File: src/ar_pkg.sv
package ar_pkg;
  // timebase: 1 ms tick at 25 MHz
  localparam int unsigned CLK_HZ       = 25000000;
  localparam int unsigned TICK_US      = 1000;
  localparam int unsigned TICK_CYCLES  = CLK_HZ / 1000000 * TICK_US;
  localparam int unsigned TIME_W       = 16;
  localparam int unsigned MAX_SHOTS    = 4;
  localparam int unsigned SHOT_W       = 3;
  localparam int unsigned CUR_W        = 12;
  localparam logic [2:0]  SHOT_RESET   = 3'h0;
  localparam logic [1:0]  STAT_ENABLED  = 2'h0;
  localparam logic [1:0]  STAT_DISABLED = 2'h1;
  localparam logic [1:0]  STAT_PROGRESS = 2'h2;
  localparam logic [1:0]  STAT_LOCKOUT  = 2'h3;
  typedef enum logic [2:0] {
    ST_IDLE, ST_WAIT_OPEN, ST_DEAD, ST_CLOSING, ST_RECLAIM, ST_LOCKOUT
  } ar_state_t;
endpackage : ar_pkg

File: src/breaker_autoreclose_sequencer.sv
`timescale 1ns/1ps
`default_nettype none
// Notes on behaviour
// RULE1: up to four shots, each with own dead time and settings bank.
// RULE2: any overcurrent trip or external initiate input starts a sequence.
// RULE3: enabled: setting, contact, no block/cancel, no lockout, hold idle.
// RULE4: status shows exactly one of enabled, disabled, in progress, lockout.
// RULE5: dead timer starts only once breaker reported open.
// RULE6: dead time elapsed bumps shot counter and pulses close relay.
// RULE7: settings bank switches to the new shot number with the close.
// RULE8: trip with shot counter at limit goes to lockout.
// RULE9: breaker failure forces lockout from any state.
// RULE10: in lockout reclose disabled and initial settings selected.
// RULE11: panel, input, comms reset or supervised manual close clear lockout.
// RULE12: manual close clears lockout only after hold time, no overcurrent.
// RULE13: reset timer starts at first initiation, auto reset when exceeded.
// RULE14: auto reset zeroes shot counter and restores initial settings.
// RULE15: repeated trip-close-reset cycle restores settings, keeps shot count.
// RULE16: high fault current lowers the permitted shot count.
// RULE17: hold timer expiry without overcurrent clears lockout, zeroes count.
// RULE18: shot timeout before close conditions met abandons the initiation.
// RULE19: all timers count a common tick from the system clock.
// RULE20: reset gives idle, no lockout, zero shots, initial settings.
module breaker_autoreclose_sequencer #(
  parameter int unsigned TICK_DIV = ar_pkg::TICK_CYCLES,
  parameter int unsigned TW       = ar_pkg::TIME_W,
  parameter int unsigned CW       = ar_pkg::CUR_W
) (
  // clock and reset
  input  wire logic          mclk_in,
  input  wire logic          rst_in,
  // configuration, times in ticks
  input  wire logic          ar_enable_in,
  input  wire logic          contact_fitted_in,
  input  wire logic [2:0]    shot_limit_in,
  input  wire logic [4*TW-1:0] dead_time_in,
  input  wire logic [TW-1:0] sequence_reset_time_in,
  input  wire logic [TW-1:0] manual_close_hold_time_in,
  input  wire logic [TW-1:0] shot_timeout_in,
  input  wire logic          cur_sup_enable_in,
  input  wire logic [3*CW-1:0] cur_sup_level_in,
  input  wire logic          cur_lockout_enable_in,
  input  wire logic [CW-1:0] cur_lockout_level_in,
  input  wire logic [CW-1:0] fault_current_in,
  // protection and logic inputs (pins)
  input  wire logic          oc_trip_in,
  input  wire logic          oc_active_in,
  input  wire logic          ext_initiate_in,
  input  wire logic          block_in,
  input  wire logic          cancel_in,
  input  wire logic          breaker_fail_in,
  input  wire logic          close_block_in,
  input  wire logic          breaker_closed_contact_in,
  input  wire logic          breaker_open_contact_in,
  // reset sources and manual close
  input  wire logic          panel_reset_in,
  input  wire logic          reset_input_in,
  input  wire logic          comms_reset_in,
  input  wire logic          manual_close_in,
  input  wire logic          sync_reset_in,
  // outputs
  output logic               close_relay_out,
  output logic [2:0]         settings_bank_out,
  output logic [2:0]         shot_count_out,
  output logic [1:0]         status_out
);
  if (TW < 2 || CW < 1) begin : g_bad_width
    $error("breaker_autoreclose_sequencer: bad width");
  end

  // pin inputs: three flops, then a fourth that takes stage 3 when stages 2 and 3 agree
  localparam int NP = 10;
  wire [NP-1:0] pin_raw = {oc_trip_in, oc_active_in, ext_initiate_in,
                           block_in, cancel_in, breaker_fail_in,
                           close_block_in, breaker_closed_contact_in,
                           breaker_open_contact_in, manual_close_in};
  logic [NP-1:0] pin_s1, pin_s2, pin_s3, pin_q;
  genvar gi;
  generate
    for (gi = 0; gi < NP; gi++) begin : g_sync
      always_ff @(posedge mclk_in or posedge rst_in) begin
        if (rst_in) begin
          pin_s1[gi] <= 1'b0;
          pin_s2[gi] <= 1'b0;
          pin_s3[gi] <= 1'b0;
          pin_q[gi]  <= 1'b0;
        end else begin
          pin_s1[gi] <= pin_raw[gi];
          pin_s2[gi] <= pin_s1[gi];
          pin_s3[gi] <= pin_s2[gi];
          if (pin_s2[gi] == pin_s3[gi]) pin_q[gi] <= pin_s3[gi];
        end
      end
    end
  endgenerate
  wire oc_trip  = pin_q[9];
  wire oc_act   = pin_q[8];
  wire ext_init = pin_q[7];
  wire blk      = pin_q[6];
  wire cnl      = pin_q[5];
  wire bkr_fail = pin_q[4];
  wire cls_blk  = pin_q[3];
  wire bkr_cl   = pin_q[2];
  wire bkr_op   = pin_q[1];
  wire man_cl   = pin_q[0];

  // RULE19 common tick
  logic tick;
  ar_tick #(.DIV(TICK_DIV)) u_tick (
    .mclk_in (mclk_in),
    .rst_in  (rst_in),
    .tick_out(tick)
  );

  ar_pkg::ar_state_t state, next_state;
  logic [2:0]    shots, bank, eff_limit;
  logic [TW-1:0] phase_t, seq_t, hold_t;
  logic          seq_run, hold_run, trip_q, man_q, pumping, reset_seen;

  // edges, trip also from external initiate
  // RULE2 trip or external initiate
  wire initiate  = (oc_trip | ext_init) & ~trip_q;
  wire man_edge  = man_cl & ~man_q;
  // breaker open: open contact or absence of closed contact
  wire is_open   = bkr_op | ~bkr_cl;
  wire hold_exp  = hold_run & tick & (hold_t >= manual_close_hold_time_in);
  wire seq_exp   = seq_run & tick & (seq_t >= sequence_reset_time_in);
  wire [TW-1:0] dead_sel = dead_time_in[(shots[1:0])*TW +: TW];
  wire dead_done = tick & (phase_t >= dead_sel);
  wire shot_to   = tick & (phase_t >= shot_timeout_in);
  // RULE3 six enable conditions
  wire enabled   = ar_enable_in & contact_fitted_in & ~blk & ~cnl &
                   (state != ar_pkg::ST_LOCKOUT) & ~hold_run;
  wire ext_reset = panel_reset_in | reset_input_in | comms_reset_in;

  // RULE16 current supervision lowers the limit
  wire [CW-1:0] lvl3 = cur_sup_level_in[0*CW +: CW];
  wire [CW-1:0] lvl2 = cur_sup_level_in[1*CW +: CW];
  wire [CW-1:0] lvl1 = cur_sup_level_in[2*CW +: CW];
  wire [2:0] base_lim = (shot_limit_in > 3'h4) ? 3'h4 : shot_limit_in;
  wire [2:0] cur_lim  = !cur_sup_enable_in ? 3'h4 :
                        (fault_current_in > lvl1) ? 3'h1 :
                        (fault_current_in > lvl2) ? 3'h2 :
                        (fault_current_in > lvl3) ? 3'h3 : 3'h4;
  wire [2:0] new_lim  = (cur_lim < base_lim) ? cur_lim : base_lim;
  wire cur_lock = cur_lockout_enable_in &
                  (fault_current_in > cur_lockout_level_in);
  // RULE8 limit reached on trip
  wire at_limit = (shots >= eff_limit) | (shots >= new_lim) | cur_lock;

  always_comb begin
    next_state = state;
    case (state)
      ar_pkg::ST_IDLE: begin
        if (initiate && enabled) next_state = at_limit ?
          ar_pkg::ST_LOCKOUT : ar_pkg::ST_WAIT_OPEN;
      end
      ar_pkg::ST_WAIT_OPEN: begin
        // RULE5 dead timer waits for open breaker
        if (is_open) next_state = ar_pkg::ST_DEAD;
        else if (shot_to) next_state = ar_pkg::ST_IDLE;
      end
      ar_pkg::ST_DEAD: begin
        // RULE18 shot timeout abandons initiation
        if (shot_to && (cls_blk || !is_open)) next_state = ar_pkg::ST_IDLE;
        else if (dead_done && !cls_blk) next_state = ar_pkg::ST_CLOSING;
      end
      ar_pkg::ST_CLOSING: next_state = ar_pkg::ST_RECLAIM;
      ar_pkg::ST_RECLAIM: begin
        if (initiate) next_state = at_limit ?
          ar_pkg::ST_LOCKOUT : ar_pkg::ST_WAIT_OPEN;
        else if (seq_exp) next_state = ar_pkg::ST_IDLE;
      end
      ar_pkg::ST_LOCKOUT: begin
        // RULE11 four ways out of lockout
        // RULE12 manual close supervised by hold timer and overcurrent
        if (ext_reset || (hold_exp && !oc_act)) next_state = ar_pkg::ST_IDLE;
      end
      default: next_state = ar_pkg::ST_IDLE;
    endcase
    // RULE9 breaker failure wins over everything except sync_reset_in
    if (bkr_fail) next_state = ar_pkg::ST_LOCKOUT;
    if (cnl && state != ar_pkg::ST_LOCKOUT && !bkr_fail)
      next_state = ar_pkg::ST_IDLE;
  end

  wire enter_close = (state == ar_pkg::ST_DEAD) &&
                     (next_state == ar_pkg::ST_CLOSING);
  wire leaving_seq = seq_exp && (state == ar_pkg::ST_RECLAIM) &&
                     (next_state == ar_pkg::ST_IDLE);
  wire new_phase   = (next_state != state);
  // an abandoned or cancelled sequence must not leave the reset timer running
  wire to_idle     = (next_state == ar_pkg::ST_IDLE) &&
                     (state != ar_pkg::ST_IDLE);

  // RULE20 synchronous reset to idle
  always_ff @(posedge mclk_in or posedge rst_in) begin
    if (rst_in) state <= ar_pkg::ST_IDLE;
    else if (sync_reset_in) state <= ar_pkg::ST_IDLE;
    else state <= next_state;
  end

  always_ff @(posedge mclk_in or posedge rst_in) begin
    if (rst_in) begin
      trip_q <= 1'b0;
      man_q  <= 1'b0;
    end else begin
      trip_q <= oc_trip | ext_init;
      man_q  <= man_cl;
    end
  end

  // phase timer serves both dead time and shot timeout
  always_ff @(posedge mclk_in or posedge rst_in) begin
    if (rst_in) phase_t <= '0;
    else if (sync_reset_in || new_phase) phase_t <= '0;
    else if (tick && phase_t != '1) phase_t <= phase_t + TW'(1);
  end

  // RULE13 reset timer from first initiation
  always_ff @(posedge mclk_in or posedge rst_in) begin
    if (rst_in) begin
      seq_run <= 1'b0;
      seq_t   <= '0;
    end else if (sync_reset_in || next_state == ar_pkg::ST_LOCKOUT ||
                 to_idle) begin
      seq_run <= 1'b0;
      seq_t   <= '0;
    end else if (initiate && !seq_run &&
                 next_state == ar_pkg::ST_WAIT_OPEN) begin
      seq_run <= 1'b1;
      seq_t   <= '0;
    end else if (seq_run && tick && seq_t != '1) begin
      seq_t <= seq_t + TW'(1);
    end
  end

  // hold timer after manual close blocks the scheme meanwhile
  always_ff @(posedge mclk_in or posedge rst_in) begin
    if (rst_in) begin
      hold_run <= 1'b0;
      hold_t   <= '0;
    end else if (sync_reset_in) begin
      hold_run <= 1'b0;
      hold_t   <= '0;
    end else if (man_edge) begin
      hold_run <= 1'b1;
      hold_t   <= '0;
    end else if (hold_exp || (hold_run && oc_act)) begin
      hold_run <= 1'b0;
      hold_t   <= '0;
    end else if (hold_run && tick) begin
      hold_t <= hold_t + TW'(1);
    end
  end

  // anti-pumping: any trip after an auto reset, until lockout or reset, marks a pumping cycle
  always_ff @(posedge mclk_in or posedge rst_in) begin
    if (rst_in) begin
      reset_seen <= 1'b0;
      pumping    <= 1'b0;
    end else if (sync_reset_in || next_state == ar_pkg::ST_LOCKOUT ||
                 ext_reset || (hold_exp && !oc_act)) begin
      reset_seen <= 1'b0;
      pumping    <= 1'b0;
    end else begin
      if (leaving_seq && shots != ar_pkg::SHOT_RESET) reset_seen <= 1'b1;
      // RULE15 repeat detected, keep count
      if (initiate && reset_seen && state == ar_pkg::ST_IDLE) pumping <= 1'b1;
    end
  end

  // shot counter, limit and settings bank
  always_ff @(posedge mclk_in or posedge rst_in) begin
    if (rst_in) begin
      shots     <= ar_pkg::SHOT_RESET;
      bank      <= ar_pkg::SHOT_RESET;
      eff_limit <= 3'h4;
    end else if (sync_reset_in) begin
      shots     <= ar_pkg::SHOT_RESET;
      bank      <= ar_pkg::SHOT_RESET;
      eff_limit <= 3'h4;
    end else if (next_state == ar_pkg::ST_LOCKOUT) begin
      // RULE10 lockout restores initial settings
      bank <= ar_pkg::SHOT_RESET;
      if (ext_reset) shots <= ar_pkg::SHOT_RESET;
    end else if (state == ar_pkg::ST_LOCKOUT &&
                 next_state == ar_pkg::ST_IDLE) begin
      // RULE17 lockout cleared, count to zero
      shots     <= ar_pkg::SHOT_RESET;
      eff_limit <= 3'h4;
    end else if (enter_close) begin
      // RULE6 count the shot
      // RULE7 settings follow the shot number
      // RULE1 four shots at most
      shots <= (shots < 3'h4) ? shots + 3'h1 : shots;
      bank  <= (shots < 3'h4) ? shots + 3'h1 : shots;
    end else if (leaving_seq) begin
      // RULE14 auto reset clears settings, and clears count unless reset_seen
      bank <= ar_pkg::SHOT_RESET;
      if (!reset_seen || shots == ar_pkg::SHOT_RESET)
        shots <= ar_pkg::SHOT_RESET;
      if (!reset_seen) eff_limit <= 3'h4;
    end else begin
      if (initiate && next_state == ar_pkg::ST_WAIT_OPEN)
        eff_limit <= (new_lim < eff_limit) ? new_lim : eff_limit;
      if (pumping) bank <= ar_pkg::SHOT_RESET;
    end
  end

  // RULE4 exclusive status
  wire [1:0] next_status =
    (state == ar_pkg::ST_LOCKOUT) ? ar_pkg::STAT_LOCKOUT :
    (state == ar_pkg::ST_WAIT_OPEN || state == ar_pkg::ST_DEAD) ?
      ar_pkg::STAT_PROGRESS :
    enabled ? ar_pkg::STAT_ENABLED : ar_pkg::STAT_DISABLED;

  always_ff @(posedge mclk_in or posedge rst_in) begin
    if (rst_in) begin
      close_relay_out   <= 1'b0;
      settings_bank_out <= ar_pkg::SHOT_RESET;
      shot_count_out    <= ar_pkg::SHOT_RESET;
      status_out        <= ar_pkg::STAT_DISABLED;
    end else begin
      close_relay_out   <= (state == ar_pkg::ST_CLOSING);
      settings_bank_out <= bank;
      shot_count_out    <= shots;
      status_out        <= next_status;
    end
  end
endmodule : breaker_autoreclose_sequencer
`default_nettype wire

File: src/ar_tick.sv
`timescale 1ns/1ps
`default_nettype none
module ar_tick #(
  parameter int unsigned DIV = ar_pkg::TICK_CYCLES
) (
  // clock and reset
  input  wire logic mclk_in,
  input  wire logic rst_in,
  // timebase pulse
  output logic      tick_out
);
  localparam int unsigned CW = (DIV > 1) ? $clog2(DIV) : 1;
  if (DIV < 1) begin : g_bad_div
    $error("ar_tick: DIV must be at least 1");
  end
  logic [CW-1:0] count;
  wire last = (count == CW'(DIV - 1));
  always_ff @(posedge mclk_in or posedge rst_in) begin
    if (rst_in) begin
      count    <= '0;
      tick_out <= 1'b0;
    end else begin
      count    <= last ? '0 : count + CW'(1);
      tick_out <= last;
    end
  end
endmodule : ar_tick
`default_nettype wire

File: config.mk
export PLATFORM = sky130hd
export DESIGN_NAME = breaker_autoreclose_sequencer
export DESIGN_NICKNAME = d
export VERILOG_FILES = /design/src/ar_pkg.sv /design/src/breaker_autoreclose_sequencer.sv /design/src/ar_tick.sv
export SDC_FILE = /design/constraint.sdc
export NUM_CORES = 1
export LEC_CHECK = 0
export BUFFER_PORTS_ARGS = -buffer_cell sky130_fd_sc_hd__clkbuf_2
export CAP_MARGIN = 20
export CORE_MARGIN = 1.5
export CORE_UTILIZATION = 60
export CTS_BUF_LIST = sky130_fd_sc_hd__clkbuf_8 sky130_fd_sc_hd__clkbuf_16
export CTS_CLUSTER_DIAMETER = 60
export DETAILED_ROUTE_END_ITERATION = 12
export PLACE_DENSITY = 0.89
export SLEW_MARGIN = 15
export SYNTH_ARGS = -nofsm -noshare
export SYNTH_HDL_FRONTEND = slang
export SYNTH_SLANG_ARGS = --single-unit
export TNS_END_PERCENT = 50
File: constraint.sdc
create_clock -name mclk_in -period 9.14 [get_ports mclk_in]
set_clock_uncertainty 0.1 [all_clocks]
set_input_delay 1.828 -clock mclk_in [delete_from_list [all_inputs] [get_ports mclk_in]]
set_output_delay 1.828 -clock mclk_in [all_outputs]
set_load 0.05 [all_outputs]
Yosys cells after proc, flatten, opt, wreduce, memory -nomap -nowiden --
Cells that the tools add are included.
Word-level totals: logic and storage cells 254, register bits after elaboration 131, output and inout bits 9, input bits 195
Operators by class: add/subtract/negate cells 5, bitwise operators 26, $lt $le $gt $ge 14, shift operators 1, multiplexer cells 63, reductions and logical operators 58, equality and inequality tests 28
Operator list (count):
- $mux 16 | 9
- $mux 3 | 40
- $ge 16x16->1 | 4
- $shiftx 64x7->16 | 1
- $add 16x1->16 const B | 3
- $gt 12x12->1 | 4
- $ne 16x16->1 const B | 2
- $logic_and 1x1->1 | 22
- $pmux 3 s6 | 1
- $add 15x1->15 const B | 1
- $eq 15x15->1 const B | 1
- $mux 15 | 1
- $reduce_bool 5->1 | 3
- $and 1x1->1 | 14
- $reduce_bool 3->1 | 4
- $reduce_bool 4->1 | 3
- $eq 1x1->1 | 10
- $logic_or 1x1->1 | 10
- $mux 1 | 10
- $eq 3x2->1 const B | 3
- $eq 3x3->1 const B | 3
- $logic_not 3->1 | 3
- $ne 3x3->1 const B | 3
- $reduce_bool 2->1 | 4
- 17 further kinds | 36

Depth between registers and ports, before layout --
Gate-level depths: netlist of the first run.
word-level depth 23, mapped depth 27, mapped depth without buffers 26

Hierarchy --
From an unflattened synthesis of the first run, not the netlist that was laid out.
Second synthesis, totals: cell total of the unflattened synthesis 983, area, all modules 9306.4 sq um
By module, submodules not included:
- breaker_autoreclose_sequencer | cells each 917, times used 1, area an instance 8575.7 sq um, seq. area each 2880.3 sq um
- ar_tick | cells each 66, times used 1, area an instance 730.7 sq um, seq. area each 400.4 sq um

Worst setup path before layout of the first run --
OpenSTA, ideal clock, no wires.
path kind input-to-reg, from input cur_sup_level_in[10], to register seq_t[9], data required time 8.898 ns, setup slack 2.427 ns, cell stages on the path 26, setup time 0.142 ns, buffers on the path 1, arrival time 6.471 ns, path through inv_1 > ha_1 > nand4_1 > or2_2 > o22ai_1 > o22a_1 > o21ai_0 > and2_1 > ha_1 > inv_1 > a21oi_1 > o21ai_0 > nand2_1 > a21oi_1 > a41o_1 > a31o_2 > inv_1 > ha_1 > a311oi_2 > a2111oi_0 > a211oi_1 > o21ai_2 > a21oi_1 > nor3b_2 > buf_4 > nor4_1
On the way: cells in the longest elaborated chain, start to end 19, elaborated cells between the ends (all ways) 26, classes of those cells 3 x order compare; 2 x eq/ne; 13 x mux; 2 x bitwise; 6 x reduce/logical
Ends and longest elaborated chain:
- start, declared | RTL line breaker_autoreclose_sequencer.sv:41 | input wire logic [3*CW-1:0] cur_sup_level_in,
- $gt 12x12->1 * | RTL line breaker_autoreclose_sequencer.sv:144 | (fault_current_in > lvl3) ? 3'h3 : 3'h4;
- $mux 3 * | RTL line breaker_autoreclose_sequencer.sv:144
- $mux 3 * | RTL line breaker_autoreclose_sequencer.sv:143 | (fault_current_in > lvl2) ? 3'h2 :
- $mux 3 * | RTL line breaker_autoreclose_sequencer.sv:142 | (fault_current_in > lvl1) ? 3'h1 :
- $mux 3 * | RTL line breaker_autoreclose_sequencer.sv:141 | wire [2:0] cur_lim = !cur_sup_enable_in ? 3'h4 :
- $lt 3x3->1 | RTL line breaker_autoreclose_sequencer.sv:145 | wire [2:0] new_lim = (cur_lim < base_lim) ? cur_lim : base_lim;
- $mux 3 * | RTL line breaker_autoreclose_sequencer.sv:145
- $ge 3x3->1 * | RTL line breaker_autoreclose_sequencer.sv:149 | wire at_limit = (shots >= eff_limit) | (shots >= new_lim) | cur_lock;
- [3 not listed]
- $mux 3, on equally long branches | RTL line breaker_autoreclose_sequencer.sv:170, breaker_autoreclose_sequencer.sv:155
- $pmux 3 s6 * | RTL line breaker_autoreclose_sequencer.sv:153 | case (state)
- $mux 3 * | RTL line breaker_autoreclose_sequencer.sv:182 | if (bkr_fail) next_state = ar_pkg::ST_LOCKOUT;
- $mux 3 * | RTL line breaker_autoreclose_sequencer.sv:183 | if (cnl && state != ar_pkg::ST_LOCKOUT && !bkr_fail)
- $eq 3x1->1, or another cell as far along | RTL line breaker_autoreclose_sequencer.sv:230 | next_state == ar_pkg::ST_WAIT_OPEN) begin
- $logic_and 1x1->1, or another cell as far along | RTL line breaker_autoreclose_sequencer.sv:229 | end else if (initiate && !seq_run &&
- $mux 16 / $logic_or 1x1->1 (equally long branches) | RTL line breaker_autoreclose_sequencer.sv:229, breaker_autoreclose_sequencer.sv:225
- $mux 16 / $reduce_bool 3->1 (equally long branches)
- end signal, assigned | RTL line breaker_autoreclose_sequencer.sv:234 | seq_t <= seq_t + TW'(1);
- end, declared | RTL line breaker_autoreclose_sequencer.sv:117 | logic [TW-1:0] phase_t, seq_t, hold_t;
Mark *: on every way between the ends. The rest lies on a longest branch, timed or not. A chain may end at the register's enable or synchronous reset.

Worst setup path after layout of the first run --
from input fault_current_in[9], to register seq_t[0]
On the way: cells in the longest elaborated chain, start to end 19, elaborated cells between the ends (all ways) 30, classes of those cells 6 x order compare; 2 x eq/ne; 13 x mux; 3 x bitwise; 6 x reduce/logical
Ends and longest elaborated chain:
- start, declared | RTL line breaker_autoreclose_sequencer.sv:44 | input wire logic [CW-1:0] fault_current_in,
- $gt 12x12->1 | RTL line breaker_autoreclose_sequencer.sv:144
- $mux 3 | RTL line breaker_autoreclose_sequencer.sv:144
- $mux 3 | RTL line breaker_autoreclose_sequencer.sv:143
- $mux 3 | RTL line breaker_autoreclose_sequencer.sv:142
- $mux 3 | RTL line breaker_autoreclose_sequencer.sv:141
- $lt 3x3->1 | RTL line breaker_autoreclose_sequencer.sv:145
- $mux 3 | RTL line breaker_autoreclose_sequencer.sv:145
- $ge 3x3->1 | RTL line breaker_autoreclose_sequencer.sv:149
- [3 not listed]
- $mux 3, on equally long branches | RTL line breaker_autoreclose_sequencer.sv:170, breaker_autoreclose_sequencer.sv:155
- $pmux 3 s6 * | RTL line breaker_autoreclose_sequencer.sv:153
- $mux 3 * | RTL line breaker_autoreclose_sequencer.sv:182
- $mux 3 * | RTL line breaker_autoreclose_sequencer.sv:183
- $eq 3x1->1, or another cell as far along | RTL line breaker_autoreclose_sequencer.sv:230
- $logic_and 1x1->1, or another cell as far along | RTL line breaker_autoreclose_sequencer.sv:229
- $mux 16 / $logic_or 1x1->1 (equally long branches) | RTL line breaker_autoreclose_sequencer.sv:229, breaker_autoreclose_sequencer.sv:225
- $mux 16 / $reduce_bool 3->1 (equally long branches)
Marked as above.

==> out/metrics.csv, run 1 <==
metric,value,unit
ys.flop_type,dfrtp_1,
synth_fp_nets,1329,
clk_latency,0.42,ns
tightest_slew,1.03,ns
htreeDepth,4,
clock_sinks,131,
cts_resized,0,
crit_buf_inv,3,
hp-class,reg -> reg,
drive_gt1_share,23.7,%
fillers,1086,
grt.overflow.total,0,
synth_area,9450,µm²
cp_slowest_cell,a21boi_4,
critical-path-max-stage-delay,0.55,ns
io_buffer_count,203,
synth_seq_cells,131,
worstHoldPathCells,0,
gp_congestion,0.929,
first_global_vias,8380,
synth.distinct_cells,78,
required,9.29,ns
drv_cap,0,
antenna_cells,0,
vias,8370,
clk_pin_slew,0.06,ns
drc,0,
cts_tree,done,
die-area,16500,µm²
grt_start_max_net_pins,77,
core_area,15300,µm²
post-route-min-period,7.15,ns
p_leak,5.64,nW
clock_tree.buffer_depth,2,
initial_core_util,61.7,%
die_w,128,µm
finalSetupViolCount,0,
dp_hpwl,18000,µm
status,completed,
synth_commonest_cells,"inv_1 (138), dfrtp_1 (129), ha_1 (129), nor2_1 (84), nand2_1 (70)",
p_per_area,135,nW/µm²
worstPathMaxFanout,17,
finalCritPeriodShare,78.3,%
nNetsFinal,1539,
critical_path_depth,24,
max_freq,140,MHz
critPathCaptureType,register,
synth_seq_area_share,34.7,%
path_cells,clkbuf_2 > ha_1 > nand4_1 > or2_2 > o22ai_1 > o22a_1 > o21ai_0 > and2_1 > ha_1 > inv_1 > a21oi_1 > o21ai_0 > o21ai_0 > a31o_2 > inv_1 > ha_1 > a211o_1 > a311oi_2 > a2111oi_0 > a211oi_1 > o21a_1 > o211ai_1 > a21boi_4 > nor4_2,
routed_wl,23800,µm
min_to,pin_s2[7],
die_y,128,µm
wl_per_cell,16.5,µm
syn_area_per_cell,9.40,µm²
worstSetupPathType,in -> reg,
synthTopCellsByArea,"dfrtp_1 (34%), ha_1 (17%), inv_1 (5.5%), mux4_2 (3.8%), nor2_1 (3.3%)",
tns,0,ns
synth_area_leader_cell,dfrtp_1,
rrSetupSlack,4.78,ns
ir_drop,0.000223,V
hold_buffers,0,
vias_per_cell,5.82,
multi_input_area,5570,µm²
path_delay_family,compound AO/OA/AOI/OAI gates,
async_flop_share,100,%
cts_setup_buffers,0,
timing.final.hold_violations,0,
r2r_cells,12,
rsz0062_at_grt,false,
ioPinCount,204,
grt_pass1_wl,38900,µm
start_kind,input port,
synth.top_cell.area_share,34.2,%
cts_buffers,17,
p_total,0.00152,W
row_count,45,
antenna_found_initial,0,
r2r-end,shots[0],
netlist_instances,1005,
yosys_warnings,0,
syn2layout_area_growth,19.2,%
cts_root_buffer,clkbuf_16,
slew_violations,0,
first_iter_violations,616,
worstHoldStart,pin_s1[7],
postRouteAntennaNets,0,
ff_latch_area,3280,µm²
synth-edff-count,0,
r2r_start,shots[1],
dr.pass1.iters,5,
grt_usage,29.7,%
worstPathArrival,7.31,ns
maxSlewHeadroom,31.6,%
post-synth-top-count-cell,inv_1,
-- through the flow --
step	setup WS (ns)	hold WS, ns	util, %	cell area, µm²	std cells
final	1.99	0.248	73.5	11300	1439
after global routing	1.48	0.254	73.5	11300	1439
after CTS	2.08	0.251	73.5	11300	1438
after global placement	1.98	0.232	69.7	10700	1406
after detailed placement	1.67	0.235	69.7	10700	1406
after floorplan	2.43	0.231	-	9450	1005
-- report_power, final --
group | internal (W) | switching (W)
Combinational | 0.000101 | 0.000140
Clock | 0.000403 | 0.000264
Sequential | 0.000595 | 0.0000135
-- worst register-to-register path, cell delays in order, from the launching register on --
cell and delay [ns]:
dfrtp_1 1.02, mux4_2 0.42, inv_1 0.07, ha_1 0.24
a211oi_1 0.22, o21ai_0 0.13, a211oi_1 0.31, o21a_1 0.22
nor4_1 0.09, nor3_2 0.40, a21boi_2 0.52, a2111oi_4 0.17
a211o_1 0.33
-- flip-flops by register name, summed over array words and instances (netlist names), 10 cells and up --
signal and cells:
seq_t 16, u_tick.count 15, phase_t 16, pin_s1 10, hold_t 16, pin_s3 10, pin_s2 10
-- kinds of logic (layout without fill, tap and decap cells) --
| kind of cell | count (synthesis) | in the layout | share of synthesized area (%) |
|---|---|---|---|
| compound gates | 186 | 186 | 13.9 |
| xor+xnor | 56 | 56 | 5.27 |
| fa+ha+maj | 139 | 139 | 18.1 |
| buf+inv | 154 | 377 | 6.33 |
| flops | 131 | 131 | 34.7 |
| mux | 19 | 19 | 4.15 |
| simple gates | 320 | 320 | 17.4 |
-- final cells by class --
cell class | count | share of cell area (%)
tap | 211 | 2.34
inverter | 138 | 4.62
multi-input combinational | 720 | 49.5
clock buffer | 17 | 3.78
timing repair buffer | 207 | 9.26
clock inverter | 15 | 1.40
sequential | 131 | 29.1
-- cells in the final DEF (no fill, tap or decap), types with 4 or more instances in the layout --
cell type   count
nor2b_1        12
xor2_1         31
ha_1          129
a211o_1         6
o21a_1         11
and3_1          7
nand2_1        70
clkinvlp_4      4
xnor2_1        24
a21o_1          9
nand2b_1        9
a21oi_1        46
dfrtp_1       129
maj3_1         10
nor3b_1         5
nor3_1         21
a32oi_1         4
nand4_1        27
inv_1         137
nor2_1         84
clkbuf_2      204
and2_1          6
nand3_1        40
nor4_2          9
or3_1           5
o21ai_0        36
a211oi_1       12
nor4_1         10
clkbuf_16      17
mux4_2         16
o211ai_1       11
-- layer usage --
metal	routed length [µm]	share of wire, %	global-route usage (%)
met1	9830	41	37.4
met2	12000	51	50.9
met3	1270	5.4	5.53
met4	606	2.6	11.4
met5	0	0	0
-- worst max-delay path by stage --
| stage | endpoint | from | slack, ns |
|---|---|---|---|
| floorplan | seq_t[9] | cur_sup_level_in[10] | 2.43 |
| global placement | seq_t[9] | fault_current_in[9] | 1.98 |
| detailed placement | seq_t[14] | fault_current_in[10] | 1.67 |
| CTS | seq_t[11] | fault_current_in[9] | 2.08 |
| global route | seq_t[11] | fault_current_in[10] | 1.48 |
| finish | seq_t[0] | fault_current_in[9] | 1.99 |
Power figures use the tool's default switching activity.
==> run 2: changes to the inputs <==
CORE_UTILIZATION = 56   (was 60)
PLACE_DENSITY = 0.84   (was 0.89)
clock period = 6.6 ns   (was 9.14 ns; I/O delays follow)
==> out/metrics.csv, run 2 (synthesis results as in run 1) <==
metric,value,unit
clock_tree.buffer_depth,2,
grt_usage,27.0,%
initial_core_util,57.2,%
p_per_area,187,nW/µm²
nNetsFinal,1546,
cts_setup_buffers,0,
grt.overflow.total,0,
vias,8227,
clock_sinks,131,
wl_per_cell,15.8,µm
antenna_cells,0,
finalCritPeriodShare,94.3,%
required,6.80,ns
status,completed,
core_area,16500,µm²
finalSetupViolCount,0,
dp_hpwl,17700,µm
startpoint,fault_current_in[3],
worstHoldStart,pin_s1[0],
post-route-min-period,6.23,ns
worstSetupPathType,in -> reg,
timing.final.hold_violations,0,
routed_wl,22900,µm
grt_start_max_net_pins,79,
final_cell_mix,"clkbuf_2 (204), inv_1 (142), ha_1 (129), dfrtp_1 (129), nor2_1 (84)",
row_count,47,
reg_top3,"hold_t: 16 flops, phase_t: 16 flops, seq_t: 16 flops",
vias_per_cell,5.65,
gp_congestion,0.876,
dpl.cell_count,1421,
syn2layout_area_growth,20.4,%
ir_drop,0.000210,V
clk_latency,0.42,ns
hp-class,reg -> reg,
postRouteAntennaNets,0,
finalNonFillerCells,1455,
rsz0062_at_grt,false,
first_global_vias,8424,
worstPathMaxFanout,10,
fillers,1203,
htreeDepth,4,
drv_cap,0,
tightest_slew,1.04,ns
slew_violations,0,
die_y,133,µm
cts_tree,done,
dr.pass1.iters,5,
die_w,133,µm
p_leak,5.72,nW
die-area,17700,µm²
place_area,10800,µm²
max_freq,161,MHz
r2r_start,shots[0],
io_buffer_count,203,
grt_pass1_wl,38800,µm
first_iter_violations,666,
antenna_found_initial,0,
drive_gt1_share,23.6,%
cts_root_buffer,clkbuf_16,
drc,0,
rrSetupSlack,2.01,ns
stdcell_area,11400,µm²
cts_buffers,17,
worstPathArrival,6.43,ns
maxSlewHeadroom,30.4,%
layout_commonest_cell,clkbuf_2,
clk_pin_slew,0.06,ns
critPathCaptureType,register,
ioPinCount,204,
start_kind,input port,
==> run 2: what timing repair did <==
action                     4_1_cts  5_1_grt
gates resized for setup          0        2
setup endpoints to repair        0       37
hold buffers                     0        0
==> run 2: path summary, 6_finish.rpt <==
kind / endpoint / cells past startpoint
setup / recovery: seq_t[9] / 27
hold / removal: pin_s2[0] / 0
setup reg to reg: seq_t[9] / 14
min in group asynchronous: pin_s1[6] / 2
max in group asynchronous: u_tick.count[1] / 3
hold reg to reg: pin_s2[0] / 0
==> run 2: layer usage <==
metal	vias up	track usage (%)	routed length, µm
met5	-	0	0
met4	0	8.00	428
met3	43	6.55	1420
met2	279	45.6	11400
met1	3897	34.5	9740
li1	4008	-	-
==> run 2: area by class of cell <==
cell class | instances | area (µm²) | share of cell area, %
clock buffers | 23 | 508 | 4.47
clock inverters | 9 | 88.8 | 0.781
inverters | 138 | 520 | 4.58
multi-input cells | 720 | 5580 | 49.1
flip-flops and latches | 131 | 3280 | 28.8
well taps | 220 | 275 | 2.42
repair buffers | 214 | 1120 | 9.86
==> run 2: per-stage QoR <==
step	power, W	hold slack [ns]	setup WS [ns]	setup TNS [ns]	util [%]
after floorplan	0.00107	0.231	0.395	0	-
after global placement	0.00118	0.233	0.224	0	65.1
after detailed placement	0.00120	0.235	-0.0336	-0.231	65.1
after CTS	0.00213	0.239	0.356	0	68.7
after global routing	0.00223	0.248	0.00510	0	68.8
final	0.00213	0.243	0.374	0	68.8
==> run 2: report_power, final <==
| part | internal (W) | switching [W] |
|---|---|---|
| logic | 0.000154 | 0.000195 |
| clock network | 0.000608 | 0.000325 |
| registers | 0.000825 | 0.0000188 |
| total | 0.00159 | 0.000538 |
==> run 2: critical path: stages <==
cell and delay [ns]:
clkbuf_2 0.12, ha_1 0.31, and4b_1 0.21, a211oi_1 0.30, o22ai_1 0.16, o22a_1 0.24
o21ai_0 0.26, and2_1 0.21, ha_1 0.25, inv_1 0.06, a21oi_1 0.07, o21ai_1 0.15
nand2_1 0.08, a21oi_1 0.13, a41o_1 0.11, a31o_2 0.12, inv_1 0.05, ha_1 0.17
a211o_1 0.29, a311oi_4 0.28, a2111oi_0 0.16, a211oi_1 0.35, o21ai_2 0.20, o21ai_4 0.21
a21boi_4 0.13, buf_12 0.18, nor4_1 0.28
